**src/inc/rsm_regs.svh**
```systemverilog
// register offsets, field positions, reset values and sample mask constants of the sample mask block
`ifndef RSM_REGS_SVH
`define RSM_REGS_SVH

`define RSM_OFF_OP 12'h000
`define RSM_OFF_OP_MASK 12'h004
`define RSM_OFF_SMASK 12'h008
`define RSM_OFF_MSAA 12'h00c
`define RSM_OFF_SF_NORM 12'h010
`define RSM_OFF_WM_NORM 12'h014
`define RSM_OFF_STATUS 12'h018
`define RSM_OFF_SF_OUT 12'h01c
`define RSM_OFF_WM_OUT 12'h020

`define RSM_WMASK_OP 32'h0000_173f
`define RSM_WMASK_16 32'h0000_ffff
`define RSM_WMASK_MSAA 32'h0000_0007
`define RSM_WMASK_SF 32'h0fff_f7ff
`define RSM_WMASK_WM 32'h0003_ffff

`define RSM_RST_OP 32'h0000_0000
`define RSM_RST_OP_MASK 32'h0000_ffff
`define RSM_RST_SMASK 32'h0000_ffff
`define RSM_RST_MSAA 32'h0000_0000
`define RSM_RST_SF 32'h0000_0000
`define RSM_RST_WM 32'h0000_0000

`define RSM_OP_DCLR 0
`define RSM_OP_DRES 1
`define RSM_OP_HZRES 2
`define RSM_OP_SRES 3
`define RSM_OP_SCLR 4
`define RSM_OP_PDRES 5
`define RSM_OP_CNT 8
`define RSM_OP_SCIS 12

`define RSM_SF_STAT 0
`define RSM_SF_VXF 1
`define RSM_SF_RTIR 2
`define RSM_SF_HASHD 3
`define RSM_SF_FILL 4
`define RSM_SF_CULL 6
`define RSM_SF_WIND 8
`define RSM_SF_MSR 9
`define RSM_SF_VP 12
`define RSM_SF_RTA 16
`define RSM_SF_SCIS 27

`define RSM_WM_DTE 0
`define RSM_WM_DFN 1
`define RSM_WM_DWE 4
`define RSM_WM_STE 5
`define RSM_WM_SWE 6
`define RSM_WM_SFN 7
`define RSM_WM_SPOP 10
`define RSM_WM_TDE 13
`define RSM_WM_KILL 14
`define RSM_WM_PSCD 15
`define RSM_WM_STAT 17

`define RSM_ST_CNT 4
`define RSM_ST_MASK 16

`define RSM_MASK_EN_1 16'h0001
`define RSM_MASK_EN_2 16'h0003
`define RSM_MASK_EN_4 16'h000f
`define RSM_MASK_EN_8 16'h00ff
`define RSM_MASK_EN_16 16'hffff

`endif

```
**src/inc/rsm_pkg.sv**
```systemverilog
// encodings shared by the sample mask and override logic
package rsm_pkg;
	typedef enum logic [2:0] {
		one_sample_count = 3'h0,
		two_sample_count = 3'h1,
		four_sample_count = 3'h2,
		eight_sample_count = 3'h3,
		sixteen_sample_count = 3'h4
	} rsm_samples_t;
	typedef enum logic [1:0] {
		ms_off_pixel = 2'h0,
		ms_off_pattern = 2'h1,
		ms_on_pixel = 2'h2,
		ms_on_pattern = 2'h3
	} rsm_ms_mode_t;
	typedef enum logic [1:0] {
		cull_both = 2'h0,
		no_face_cull = 2'h1,
		front_face_cull = 2'h2,
		back_face_cull = 2'h3
	} rsm_cull_t;
	typedef enum logic [1:0] {
		fill_solid = 2'h0,
		fill_wireframe = 2'h1,
		fill_point = 2'h2
	} rsm_fill_t;
	typedef enum logic [2:0] {
		cmp_always = 3'h0,
		cmp_never = 3'h1,
		cmp_less = 3'h2,
		cmp_equal = 3'h3,
		cmp_lequal = 3'h4,
		cmp_greater = 3'h5,
		cmp_notequal = 3'h6,
		cmp_gequal = 3'h7
	} rsm_cmp_t;
	typedef enum logic [2:0] {
		sop_keep = 3'h0,
		sop_zero = 3'h1,
		sop_replace = 3'h2,
		sop_incr = 3'h3
	} rsm_sop_t;
	typedef enum logic [1:0] {
		shader_depth_off = 2'h0,
		shader_depth_on = 2'h1,
		shader_depth_ge = 2'h2,
		shader_depth_le = 2'h3
	} rsm_pscd_t;
	localparam logic clockwise_front_winding = 1'h0;
endpackage

```
**src/design/rsm_mask_gen.sv**
```systemverilog
// sample mask enable from the sample count and effective rasterisation mask
`timescale 1ns/1ps
`include "rsm_regs.svh"
module rsm_mask_gen
	import rsm_pkg::*;
(
	input wire rsm_samples_t count,
	input wire logic op_active,
	input wire logic [15:0] op_mask,
	input wire logic [15:0] pkt_mask,
	output logic [15:0] mask_enable,
	output logic [15:0] sample_mask
);
	wire logic [15:0] selected_mask;

	// illegal count codes fall back to a single sample so no phantom samples are lit
	assign mask_enable = (count == two_sample_count) ? `RSM_MASK_EN_2 :
		(count == four_sample_count) ? `RSM_MASK_EN_4 :
		(count == eight_sample_count) ? `RSM_MASK_EN_8 :
		(count == sixteen_sample_count) ? `RSM_MASK_EN_16 :
		`RSM_MASK_EN_1;
	assign selected_mask = op_active ? op_mask : pkt_mask;
	assign sample_mask = mask_enable & selected_mask;
endmodule

```
**src/design/rsm_sf_override.sv**
```systemverilog
// setup stage overrides applied while a depth/stencil clear or resolve runs
`timescale 1ns/1ps
module rsm_sf_override
	import rsm_pkg::*;
(
	input wire logic op_active,
	input wire rsm_samples_t op_count,
	input wire logic op_scissor,
	input wire logic nrm_stat,
	input wire logic nrm_vxf,
	input wire logic nrm_rtir,
	input wire logic nrm_hash_dis,
	input wire rsm_fill_t nrm_fill,
	input wire rsm_cull_t nrm_cull,
	input wire logic nrm_wind,
	input wire rsm_ms_mode_t nrm_ms_mode,
	input wire logic [10:0] nrm_rta_idx,
	input wire logic [3:0] nrm_vp_idx,
	input wire logic nrm_scissor,
	output logic ovr_stat,
	output logic ovr_vxf,
	output logic ovr_rtir,
	output logic ovr_hash_dis,
	output rsm_fill_t ovr_fill,
	output rsm_cull_t ovr_cull,
	output logic ovr_wind,
	output rsm_ms_mode_t ovr_ms_mode,
	output logic [10:0] ovr_rta_idx,
	output logic [3:0] ovr_vp_idx,
	output logic ovr_scissor
);
	wire rsm_ms_mode_t op_ms_mode;

	// illegal count codes count as one sample, in step with the mask enable
	assign op_ms_mode = (op_count inside {two_sample_count, four_sample_count, eight_sample_count,
		sixteen_sample_count}) ? ms_on_pattern : ms_on_pixel;
	assign ovr_ms_mode = op_active ? op_ms_mode : nrm_ms_mode;
	assign ovr_cull = op_active ? back_face_cull : nrm_cull;
	assign ovr_wind = op_active ? clockwise_front_winding : nrm_wind;
	assign ovr_rta_idx = op_active ? 11'h000 : nrm_rta_idx;
	assign ovr_vp_idx = op_active ? 4'h0 : nrm_vp_idx;
	assign ovr_stat = op_active ? 1'h0 : nrm_stat;
	assign ovr_vxf = op_active ? 1'h0 : nrm_vxf;
	assign ovr_rtir = op_active ? 1'h0 : nrm_rtir;
	assign ovr_hash_dis = op_active ? 1'h0 : nrm_hash_dis;
	assign ovr_fill = op_active ? fill_solid : nrm_fill;
	// the op packet brings its own scissor choice
	assign ovr_scissor = op_active ? op_scissor : nrm_scissor;
endmodule

```
**src/design/rsm_top.sv**
```systemverilog
// apb register file, clear/resolve decode, windower overrides and registered derived state
`timescale 1ns/1ps
`include "rsm_regs.svh"
module rsm_top
	import rsm_pkg::*;
(
	input wire logic pclk,
	input wire logic presetn,
	input wire logic psel,
	input wire logic penable,
	input wire logic pwrite,
	input wire logic [11:0] paddr,
	input wire logic [31:0] pwdata,
	input wire logic [3:0] pstrb,
	output logic [31:0] prdata,
	output logic pready,
	output logic pslverr,
	output logic op_active_out,
	output logic [15:0] sample_mask_out,
	output logic sf_stat,
	output logic sf_vxf,
	output logic sf_rtir,
	output logic sf_hash_dis,
	output rsm_fill_t sf_fill,
	output rsm_cull_t sf_cull,
	output logic sf_wind,
	output rsm_ms_mode_t sf_ms_mode,
	output logic [10:0] sf_rta_idx,
	output logic [3:0] sf_vp_idx,
	output logic sf_scissor,
	output logic wm_depth_test,
	output rsm_cmp_t wm_depth_fn,
	output logic wm_depth_write,
	output logic wm_stencil_test,
	output logic wm_stencil_write,
	output rsm_cmp_t wm_stencil_fn,
	output rsm_sop_t wm_stencil_op,
	output logic wm_dispatch,
	output logic wm_kill,
	output rsm_pscd_t wm_pscd,
	output logic wm_stat
);
	logic [31:0] op_reg;
	logic [31:0] op_mask_reg;
	logic [31:0] smask_reg;
	logic [31:0] msaa_reg;
	logic [31:0] sf_norm_reg;
	logic [31:0] wm_norm_reg;

	// apb decode; one wait state so read data and answer both come from flops
	wire logic apb_access = psel & penable & ~pready;
	wire logic apb_done = psel & penable & pready;
	wire logic wr_en = apb_done & pwrite;
	wire logic hit_op = paddr == `RSM_OFF_OP;
	wire logic hit_op_mask = paddr == `RSM_OFF_OP_MASK;
	wire logic hit_smask = paddr == `RSM_OFF_SMASK;
	wire logic hit_msaa = paddr == `RSM_OFF_MSAA;
	wire logic hit_sf = paddr == `RSM_OFF_SF_NORM;
	wire logic hit_wm = paddr == `RSM_OFF_WM_NORM;
	wire logic hit_status = paddr == `RSM_OFF_STATUS;
	wire logic hit_sf_out = paddr == `RSM_OFF_SF_OUT;
	wire logic hit_wm_out = paddr == `RSM_OFF_WM_OUT;
	wire logic hit_rw = hit_op | hit_op_mask | hit_smask | hit_msaa | hit_sf | hit_wm;
	wire logic hit_ro = hit_status | hit_sf_out | hit_wm_out;
	// writes to read-only words are refused like unmapped ones
	wire logic bad_access = pwrite ? ~hit_rw : ~(hit_rw | hit_ro);
	wire logic [31:0] strb_mask = {{8{pstrb[3]}}, {8{pstrb[2]}}, {8{pstrb[1]}}, {8{pstrb[0]}}};

	function automatic logic [31:0] upd(input logic [31:0] old, input logic hit, input logic [31:0] allow);
		logic [31:0] m;
		m = strb_mask & allow;
		upd = (wr_en & hit) ? ((old & ~m) | (pwdata & m)) : old;
	endfunction

	wire logic [31:0] op_next = upd(op_reg, hit_op, `RSM_WMASK_OP);
	wire logic [31:0] op_mask_next = upd(op_mask_reg, hit_op_mask, `RSM_WMASK_16);
	wire logic [31:0] smask_next = upd(smask_reg, hit_smask, `RSM_WMASK_16);
	wire logic [31:0] msaa_next = upd(msaa_reg, hit_msaa, `RSM_WMASK_MSAA);
	wire logic [31:0] sf_norm_next = upd(sf_norm_reg, hit_sf, `RSM_WMASK_SF);
	wire logic [31:0] wm_norm_next = upd(wm_norm_reg, hit_wm, `RSM_WMASK_WM);

	always_ff @(posedge pclk or negedge presetn)
	begin
		if (!presetn)
		begin
			op_reg <= `RSM_RST_OP;
			op_mask_reg <= `RSM_RST_OP_MASK;
			smask_reg <= `RSM_RST_SMASK;
			msaa_reg <= `RSM_RST_MSAA;
			sf_norm_reg <= `RSM_RST_SF;
			wm_norm_reg <= `RSM_RST_WM;
		end
		else
		begin
			op_reg <= op_next;
			op_mask_reg <= op_mask_next;
			smask_reg <= smask_next;
			msaa_reg <= msaa_next;
			sf_norm_reg <= sf_norm_next;
			wm_norm_reg <= wm_norm_next;
		end
	end

	// request bits of the clear/resolve op packet
	wire logic req_dclr = op_reg[`RSM_OP_DCLR];
	wire logic req_sclr = op_reg[`RSM_OP_SCLR];
	wire logic req_dres = op_reg[`RSM_OP_DRES] | op_reg[`RSM_OP_PDRES];
	wire logic op_active_w = |op_reg[`RSM_OP_PDRES:`RSM_OP_DCLR];
	wire rsm_samples_t op_cnt = rsm_samples_t'(op_reg[`RSM_OP_CNT +: 3]);
	// the op's own sample count replaces the programmed one while it runs
	wire rsm_samples_t eff_cnt = op_active_w ? op_cnt : rsm_samples_t'(msaa_reg[2:0]);
	wire logic [15:0] mask_w;

	rsm_mask_gen u_mask (
		.count(eff_cnt),
		.op_active(op_active_w),
		.op_mask(op_mask_reg[15:0]),
		.pkt_mask(smask_reg[15:0]),
		.mask_enable(),
		.sample_mask(mask_w)
	);

	wire logic sf_stat_w;
	wire logic sf_vxf_w;
	wire logic sf_rtir_w;
	wire logic sf_hash_w;
	wire rsm_fill_t sf_fill_w;
	wire rsm_cull_t sf_cull_w;
	wire logic sf_wind_w;
	wire rsm_ms_mode_t sf_ms_w;
	wire logic [10:0] sf_rta_w;
	wire logic [3:0] sf_vp_w;
	wire logic sf_scis_w;

	rsm_sf_override u_sf (
		.op_active(op_active_w),
		.op_count(op_cnt),
		.op_scissor(op_reg[`RSM_OP_SCIS]),
		.nrm_stat(sf_norm_reg[`RSM_SF_STAT]),
		.nrm_vxf(sf_norm_reg[`RSM_SF_VXF]),
		.nrm_rtir(sf_norm_reg[`RSM_SF_RTIR]),
		.nrm_hash_dis(sf_norm_reg[`RSM_SF_HASHD]),
		.nrm_fill(rsm_fill_t'(sf_norm_reg[`RSM_SF_FILL +: 2])),
		.nrm_cull(rsm_cull_t'(sf_norm_reg[`RSM_SF_CULL +: 2])),
		.nrm_wind(sf_norm_reg[`RSM_SF_WIND]),
		.nrm_ms_mode(rsm_ms_mode_t'(sf_norm_reg[`RSM_SF_MSR +: 2])),
		.nrm_rta_idx(sf_norm_reg[`RSM_SF_RTA +: 11]),
		.nrm_vp_idx(sf_norm_reg[`RSM_SF_VP +: 4]),
		.nrm_scissor(sf_norm_reg[`RSM_SF_SCIS]),
		.ovr_stat(sf_stat_w),
		.ovr_vxf(sf_vxf_w),
		.ovr_rtir(sf_rtir_w),
		.ovr_hash_dis(sf_hash_w),
		.ovr_fill(sf_fill_w),
		.ovr_cull(sf_cull_w),
		.ovr_wind(sf_wind_w),
		.ovr_ms_mode(sf_ms_w),
		.ovr_rta_idx(sf_rta_w),
		.ovr_vp_idx(sf_vp_w),
		.ovr_scissor(sf_scis_w)
	);

	// windower depth/stencil overrides; stencil clear column wins when several requests combine, except depth write stays on with a depth clear
	wire logic dte_w = op_active_w ? (req_dres & ~req_dclr & ~req_sclr) : wm_norm_reg[`RSM_WM_DTE];
	wire rsm_cmp_t dfn_w = op_active_w ? cmp_never : rsm_cmp_t'(wm_norm_reg[`RSM_WM_DFN +: 3]);
	wire logic dwe_w = op_active_w ? (req_sclr ? req_dclr : 1'h1) : wm_norm_reg[`RSM_WM_DWE];
	wire logic ste_w = op_active_w ? req_sclr : wm_norm_reg[`RSM_WM_STE];
	wire logic swe_w = op_active_w ? req_sclr : wm_norm_reg[`RSM_WM_SWE];
	wire logic sclr_on = op_active_w & req_sclr;
	wire rsm_cmp_t sfn_w = sclr_on ? cmp_always : rsm_cmp_t'(wm_norm_reg[`RSM_WM_SFN +: 3]);
	wire rsm_sop_t spop_w = sclr_on ? sop_replace : rsm_sop_t'(wm_norm_reg[`RSM_WM_SPOP +: 3]);
	wire logic tde_w = op_active_w ? 1'h0 : wm_norm_reg[`RSM_WM_TDE];
	wire logic kill_w = op_active_w ? 1'h0 : wm_norm_reg[`RSM_WM_KILL];
	wire rsm_pscd_t pscd_w = op_active_w ? shader_depth_off : rsm_pscd_t'(wm_norm_reg[`RSM_WM_PSCD +: 2]);
	wire logic wstat_w = op_active_w ? 1'h0 : wm_norm_reg[`RSM_WM_STAT];

	// readback of the derived state in the same layout as the normal words
	wire logic [31:0] status_rd = {sample_mask_out, 9'h000, eff_cnt, 3'h0, op_active_out};
	wire logic [31:0] sf_out_rd = {4'h0, sf_scissor, sf_rta_idx, sf_vp_idx, 1'h0, sf_ms_mode, sf_wind,
		sf_cull, sf_fill, sf_hash_dis, sf_rtir, sf_vxf, sf_stat};
	wire logic [31:0] wm_out_rd = {14'h0000, wm_stat, wm_pscd, wm_kill, wm_dispatch, wm_stencil_op, wm_stencil_fn,
		wm_stencil_write, wm_stencil_test, wm_depth_write, wm_depth_fn, wm_depth_test};
	wire logic [31:0] rd_mux = hit_op ? op_reg :
		hit_op_mask ? op_mask_reg :
		hit_smask ? smask_reg :
		hit_msaa ? msaa_reg :
		hit_sf ? sf_norm_reg :
		hit_wm ? wm_norm_reg :
		hit_status ? status_rd :
		hit_sf_out ? sf_out_rd :
		hit_wm_out ? wm_out_rd : 32'h0000_0000;

	always_ff @(posedge pclk or negedge presetn)
	begin
		if (!presetn)
		begin
			pready <= 1'h0;
			pslverr <= 1'h0;
			prdata <= 32'h0000_0000;
		end
		else
		begin
			pready <= apb_access;
			pslverr <= apb_access & bad_access;
			prdata <= (apb_access & ~pwrite & ~bad_access) ? rd_mux : 32'h0000_0000;
		end
	end

	// derived state is registered so downstream sees a clean edge; one cycle after the write
	always_ff @(posedge pclk or negedge presetn)
	begin
		if (!presetn)
		begin
			op_active_out <= 1'h0;
			sample_mask_out <= 16'h0000;
			sf_stat <= 1'h0;
			sf_vxf <= 1'h0;
			sf_rtir <= 1'h0;
			sf_hash_dis <= 1'h0;
			sf_fill <= fill_solid;
			sf_cull <= cull_both;
			sf_wind <= 1'h0;
			sf_ms_mode <= ms_off_pixel;
			sf_rta_idx <= 11'h000;
			sf_vp_idx <= 4'h0;
			sf_scissor <= 1'h0;
			wm_depth_test <= 1'h0;
			wm_depth_fn <= cmp_always;
			wm_depth_write <= 1'h0;
			wm_stencil_test <= 1'h0;
			wm_stencil_write <= 1'h0;
			wm_stencil_fn <= cmp_always;
			wm_stencil_op <= sop_keep;
			wm_dispatch <= 1'h0;
			wm_kill <= 1'h0;
			wm_pscd <= shader_depth_off;
			wm_stat <= 1'h0;
		end
		else
		begin
			op_active_out <= op_active_w;
			sample_mask_out <= mask_w;
			sf_stat <= sf_stat_w;
			sf_vxf <= sf_vxf_w;
			sf_rtir <= sf_rtir_w;
			sf_hash_dis <= sf_hash_w;
			sf_fill <= sf_fill_w;
			sf_cull <= sf_cull_w;
			sf_wind <= sf_wind_w;
			sf_ms_mode <= sf_ms_w;
			sf_rta_idx <= sf_rta_w;
			sf_vp_idx <= sf_vp_w;
			sf_scissor <= sf_scis_w;
			wm_depth_test <= dte_w;
			wm_depth_fn <= dfn_w;
			wm_depth_write <= dwe_w;
			wm_stencil_test <= ste_w;
			wm_stencil_write <= swe_w;
			wm_stencil_fn <= sfn_w;
			wm_stencil_op <= spop_w;
			wm_dispatch <= tde_w;
			wm_kill <= kill_w;
			wm_pscd <= pscd_w;
			wm_stat <= wstat_w;
		end
	end
endmodule

```
**config.mk**
```make
export PLATFORM = sky130hd
export DESIGN_NAME = rsm_top
export DESIGN_NICKNAME = d
export VERILOG_FILES = /design/src/inc/rsm_pkg.sv /design/src/design/rsm_mask_gen.sv /design/src/design/rsm_sf_override.sv /design/src/design/rsm_top.sv
export VERILOG_INCLUDE_DIRS = /design/src /design/src/inc
export SDC_FILE = /design/constraint.sdc
export NUM_CORES = 1
export LEC_CHECK = 0
export ABC_AREA = 1
export BUFFER_PORTS_ARGS = -buffer_cell sky130_fd_sc_hd__buf_2
export CORE_ASPECT_RATIO = 1.4
export CORE_MARGIN = 4
export CORE_UTILIZATION = 35
export DETAILED_ROUTE_END_ITERATION = 6
export HOLD_SLACK_MARGIN = 0.02
export REMOVE_ABC_BUFFERS = 1
export SLEW_MARGIN = 20
export SYNTH_ARGS = -nofsm -noshare
export SYNTH_HDL_FRONTEND = slang
export SYNTH_HIERARCHICAL = 1
export SYNTH_SLANG_ARGS = --single-unit
```
**constraint.sdc**
```tcl
create_clock -name pclk -period 2.1 [get_ports pclk]
set_clock_uncertainty 0.1 [all_clocks]
set_input_delay 0.21 -clock pclk [delete_from_list [all_inputs] [get_ports pclk]]
set_output_delay 0.21 -clock pclk [all_outputs]
set_load 0.03 [all_outputs]
```
==> results.cfg, run 1 <==
[cts]
path_clk_slew_ns = 0.08
post_cts_buffers = 0
htreeDepth = 4
cts_buffer_depth = 2
cts_tree = yes
cts_root_buf = clkbuf_16
cts_buffers = 17
clock-sinks = 186
clk_latency_ns = 0.44

[global_routing]
grt_pass1_vias = 7377
grt_max_degree = 53
grt_overflow = 0
antenna_found_initial = 1
grt_pass1_wl_um = 40900
grt_usage = 0.199

[logic_synthesis]
netlist_instances = 965
syn_avg_cell_area_um2 = 8.65
synth_warnings = 6
syn_area_mm2 = 0.00835

[worst_setup_path]
start_kind = flip-flop
worstPathRequired_ns = 2.33
path_max_fanout = 9
critPathCaptureType = flip-flop
worstReg2RegEnd = sample_mask_out[4]
critPathKind = flip-flop to flip-flop
worstPathArrival_ns = 2.14
r2r_slack_ns = 0.19
worst_r2r_path_depth = 8

[finish]
postLayoutCoreUtil = 0.461
stdcell_area_mm2 = 0.0108
drive_above_1_share = 0.281
num_antenna_cells = 0
fill_cells = 2330
final-instance-count-excl-fill = 1514
nets = 1248
syn_to_final_growth_pct = 29.1

[floorplanning]
coreArea_mm2 = 0.0234
ioPinCount = 149
die_x_um = 139
die_h_um = 191
start_util = 0.357
fp-row-count = 66
design.die.area_mm2 = 0.0264

[route]
wirelength_um = 25800
vias_per_cell = 4.77
detail-route-antenna-nets = 0
routed-wl-met2_um = 13400
drc = 0
drt-initial-drc-count = 420
wl_per_cell_um = 17.1
drtPass1Iterations = 5
top_layer_used = met5
m1WireLength_um = 10500
dr_wl_met3_um = 1290
vias = 7219

[placed_design]
dp.cells = 1459
port_buffers = 144
dp_hpwl_um = 18900
place_area_mm2 = 0.00994
gp_congestion = 0.916

[pwr]
leakage_nw = 5.67
ir_drop_mv = 0.577
power_density_mw_per_mm2 = 664

[timing]
fmax_mhz = 523
worst_pin_slew_ns = 0.519
hold_viol = 0
relSlewSlack = 0.653
min_period_over_period = 0.910
grt_setup_unrepaired = false
drv_slew = 0
setup_viol = 0
post-route-min-period_ns = 1.91

[hold_path]
hold_path.class = input pin to flip-flop
worst_hold_startpoint = pwdata[2]
whs_path_depth = 3

[run_status]
status = finished clean

[run]
max_cap_viol_count = 0
[cells in the final DEF (no fill, tap or decap), types with 5 or more instances in the layout]
master,count
dfrtp_1,154
buf_4,70
a22o_1,10
o21ai_0,108
inv_2,6
nor2_2,14
a21oi_1,44
buf_12,7
dfstp_2,32
nand3_1,43
buf_2,143
clkbuf_16,17
nand2_1,242
nor2_1,112
mux2_2,10
inv_1,104
o211ai_1,6
inv_6,5
dlygate4sd3_1,23
[stage by stage]
stage | power (mW) | setup WS (ns) | hold WS (ns) | setup TNS [ns]
final | 7.15 | 0.188 | 0.0259 | 0
after global routing | 7.41 | 0.0112 | 0.0392 | 0
after CTS | 7.23 | 0.140 | 0.0252 | 0
after detailed placement | 3.88 | -0.0808 | 0.104 | -0.321
after global placement | 3.88 | -0.0396 | 0.101 | -0.201
after floorplan | 3.70 | -1.12 | -0.186 | -22.97
[worst max-delay path, stage by stage, from the launching register on]
cell	delay, ns
dfrtp_1	0.42
nor2_1	0.19
nand3_2	0.19
o21ai_0	0.34
inv_1	0.14
nand3_4	0.19
o21ai_4	0.10
nand2_1	0.08
inv_1	0.05
[final cells by class]
type | count | area [µm²] | share of cell area
clock buffers | 17 | 425 | 0.0395
clock inverters | 15 | 180 | 0.0167
inverters | 113 | 430 | 0.0399
multi-input cells | 633 | 3040 | 0.282
flip-flops and latches | 186 | 4690 | 0.436
well taps | 306 | 383 | 0.0355
repair buffers | 244 | 1630 | 0.151
[report_power, final]
group / total, mW / switching (mW) / leakage [nW] / internal [mW]
Sequential: 3.59 / 0.00120 / 2.48 / 3.59
Clock: 3.31 / 1.51 / 0.292 / 1.80
Combinational: 0.255 / 0.161 / 2.89 / 0.0946
[per-layer routing]
metal  vias to the layer above  GRT usage
met5                         -          0
met4                         2     0.0730
met3                        36     0.0379
met2                       184      0.358
met1                      3465      0.238
li1                       3532          -
[timing repair]
item,in CTS,in global routing
resized for setup,0,1
endpoints found under the setup margin,0,3
endpoints found under the hold margin,110,0
hold buffers,23,0
[worst max path at each step]
stage | start | end | slack [ns] | depth (start not counted)
6_report | flip-flop | sample_mask_out[4] | 0.19 | 8
2_1_floorplan | flip-flop | sample_mask_out[1] | -1.12 | 8
3_5_place_dp | paddr[8] | flip-flop | -0.08 | 10
5_1_grt | flip-flop | prdata[4] | 0.01 | 11
4_1_cts | flip-flop | sample_mask_out[4] | 0.14 | 8
3_3_place_gp | paddr[9] | flip-flop | -0.04 | 10
Note: power is estimated with default switching activity, not from simulation.
==> inputs of run 2 (changes only) <==
Settings changed: ABC_AREA 1 to default, CORE_ASPECT_RATIO 1.4 to default.
Clock period 2.1 ns to 2.2 ns, I/O delays scaled along.
==> results.cfg, run 2 <==
[route]
detail-route-antenna-nets = 0
drc = 0
drt-initial-drc-count = 549
vias_per_cell = 5.25
wirelength_um = 26200
wl_per_cell_um = 20.7
vias = 6658
drtPass1Iterations = 7

[pwr]
power_frac_comb = 0.051
leakage_nw = 5.30
ir_drop_mv = 0.428
p_int_mw = 5.39
clkPwrFrac = 0.456
swShare = 0.225
p_seq_frac = 0.493
switchingPower_mw = 1.57
power_density_mw_per_mm2 = 636

[timing]
hold_viol = 0
fin_setup_tns_ns = -0.0326
relSlewSlack = 0.662
post-route-min-period_ns = 2.22
worst_pin_slew_ns = 0.506
grt_setup_unrepaired = true
setup_viol = 3
whs_ns = 0.0414
fmax_mhz = 451
drv_slew = 0
min_period_over_period = 1.01
layout_setup_ws_ns = -0.0151

[global_routing]
grt_pass1_vias = 6879
grt_pass1_wl_um = 40900
grt_usage = 0.204
grt_max_degree = 48
grt_overflow = 0
antenna_found_initial = 0

[floorplanning]
start_util = 0.359
fp-row-count = 55
die_x_um = 161
design.die.area_mm2 = 0.0261
die_h_um = 161
ioPinCount = 149
coreArea_mm2 = 0.0229

[logic_synthesis]
syn_avg_cell_area_um2 = 12.0
synth_warnings = 6
syn_area_mm2 = 0.00824
netlist_instances = 688

[worst_setup_path]
worstPathRequired_ns = 2.46
worstReg2RegEnd = sample_mask_out[5]
cp-endpoint = sample_mask_out[5]
worst_r2r_path_depth = 7
start_kind = flip-flop
worstPathArrival_ns = 2.48
path_max_fanout = 14
critPathCaptureType = flip-flop
r2r_slack_ns = -0.02
critPathKind = flip-flop to flip-flop

[run_status]
status = complete, but fails checks
failed_checks = setup timing

[run]
max_cap_viol_count = 0

[placed_design]
port_buffers = 144
place_area_mm2 = 0.0100
dp_hpwl_um = 19200
dp.cells = 1207
gp_congestion = 0.875

[cts]
clk_latency_ns = 0.44
cts_buffer_depth = 2
clock-sinks = 186
cts_root_buf = clkbuf_16
htreeDepth = 4
cts_buffers = 17
cts_tree = yes
post_cts_buffers = 0
path_clk_slew_ns = 0.07

[finish]
nets = 994
final-instance-count-excl-fill = 1267
stdcell_area_mm2 = 0.0109
postLayoutCoreUtil = 0.477
drive_above_1_share = 0.445
final_cell_mix = dfrtp_1, buf_2, mux2_2
syn_to_final_growth_pct = 32.7
final_common_cell = dfrtp_1
num_antenna_cells = 0

[hold_path]
hold_path.class = input pin to flip-flop
## run 2: changes by cell type in the layout (fill, tap and decap cells not counted), moves of 29 or more
cell / before / now
nor2_1: 112 / 40
nand2_1: 242 / 46
o21ai_0: 108 / 29
nand3_1: 43 / 9
inv_1: 104 / 6
mux2_2: 10 / 93
nor2b_1: 0 / 29
## run 2: repair_timing
action,CTS,global route
pin swaps,1,1
hold endpoints to repair,162,0
endpoints found under the setup margin,17,14
hold buffers,28,0
gates resized for setup,7,3
## run 2: final cells by class
cell class                 instances  area, µm²
clock inverter                    10        141
clock buffer                      22        454
tap                              313        392
sequential                       186       4690
inverter                           8       30.0
fill                            2112      12000
timing repair buffer             268       1850
multi-input combinational        460       3380
## run 2: worst min path at each step
stage / from / to / slack (ns) / depth (start not counted)
finish: pwdata[0] / flip-flop / 0.04 / 2
global route: pwdata[0] / flip-flop / 0.03 / 2
CTS: pwdata[0] / flip-flop / 0.02 / 2
detailed placement: presetn / prdata[29] / 0.11 / 1
global placement: presetn / prdata[29] / 0.11 / 1
floorplan: presetn / asynchronous set/reset pin / -0.18 / 0
## run 2: critical path, stage by stage (launching register included)
cell,delay (ns)
dfrtp_1,0.38
or4_4,0.59
nor2_4,0.12
inv_2,0.04
mux2_2,0.23
or3b_1,0.36
buf_6,0.17
a21oi_2,0.16
## run 2: routing by layer
layer  GRT usage  vias to the layer above  part of all wire
li1            -                     3023                 -
met1       0.292                     3352              0.45
met2       0.313                      253              0.46
met3      0.0467                       30             0.071
met4      0.0539                        0             0.017
met5           0                        -                 0
## run 2: stage by stage
stage	power, mW	worst slack (ns)
3_5_place_dp	3.81	-0.314
4_1_cts	7.00	-0.00177
6_report	6.95	-0.0151
3_3_place_gp	3.81	-0.297
5_1_grt	7.18	-0.0781
2_1_floorplan	3.56	-0.915
## run 2: power by group through the flow
stage	Clock, mW	Combinational [mW]	Sequential [mW]
floorplan	0	0.0695	3.49
global placement	0	0.320	3.49
detailed placement	0	0.319	3.49
CTS	3.21	0.359	3.42
global route	3.36	0.391	3.42
finish	3.17	0.355	3.42
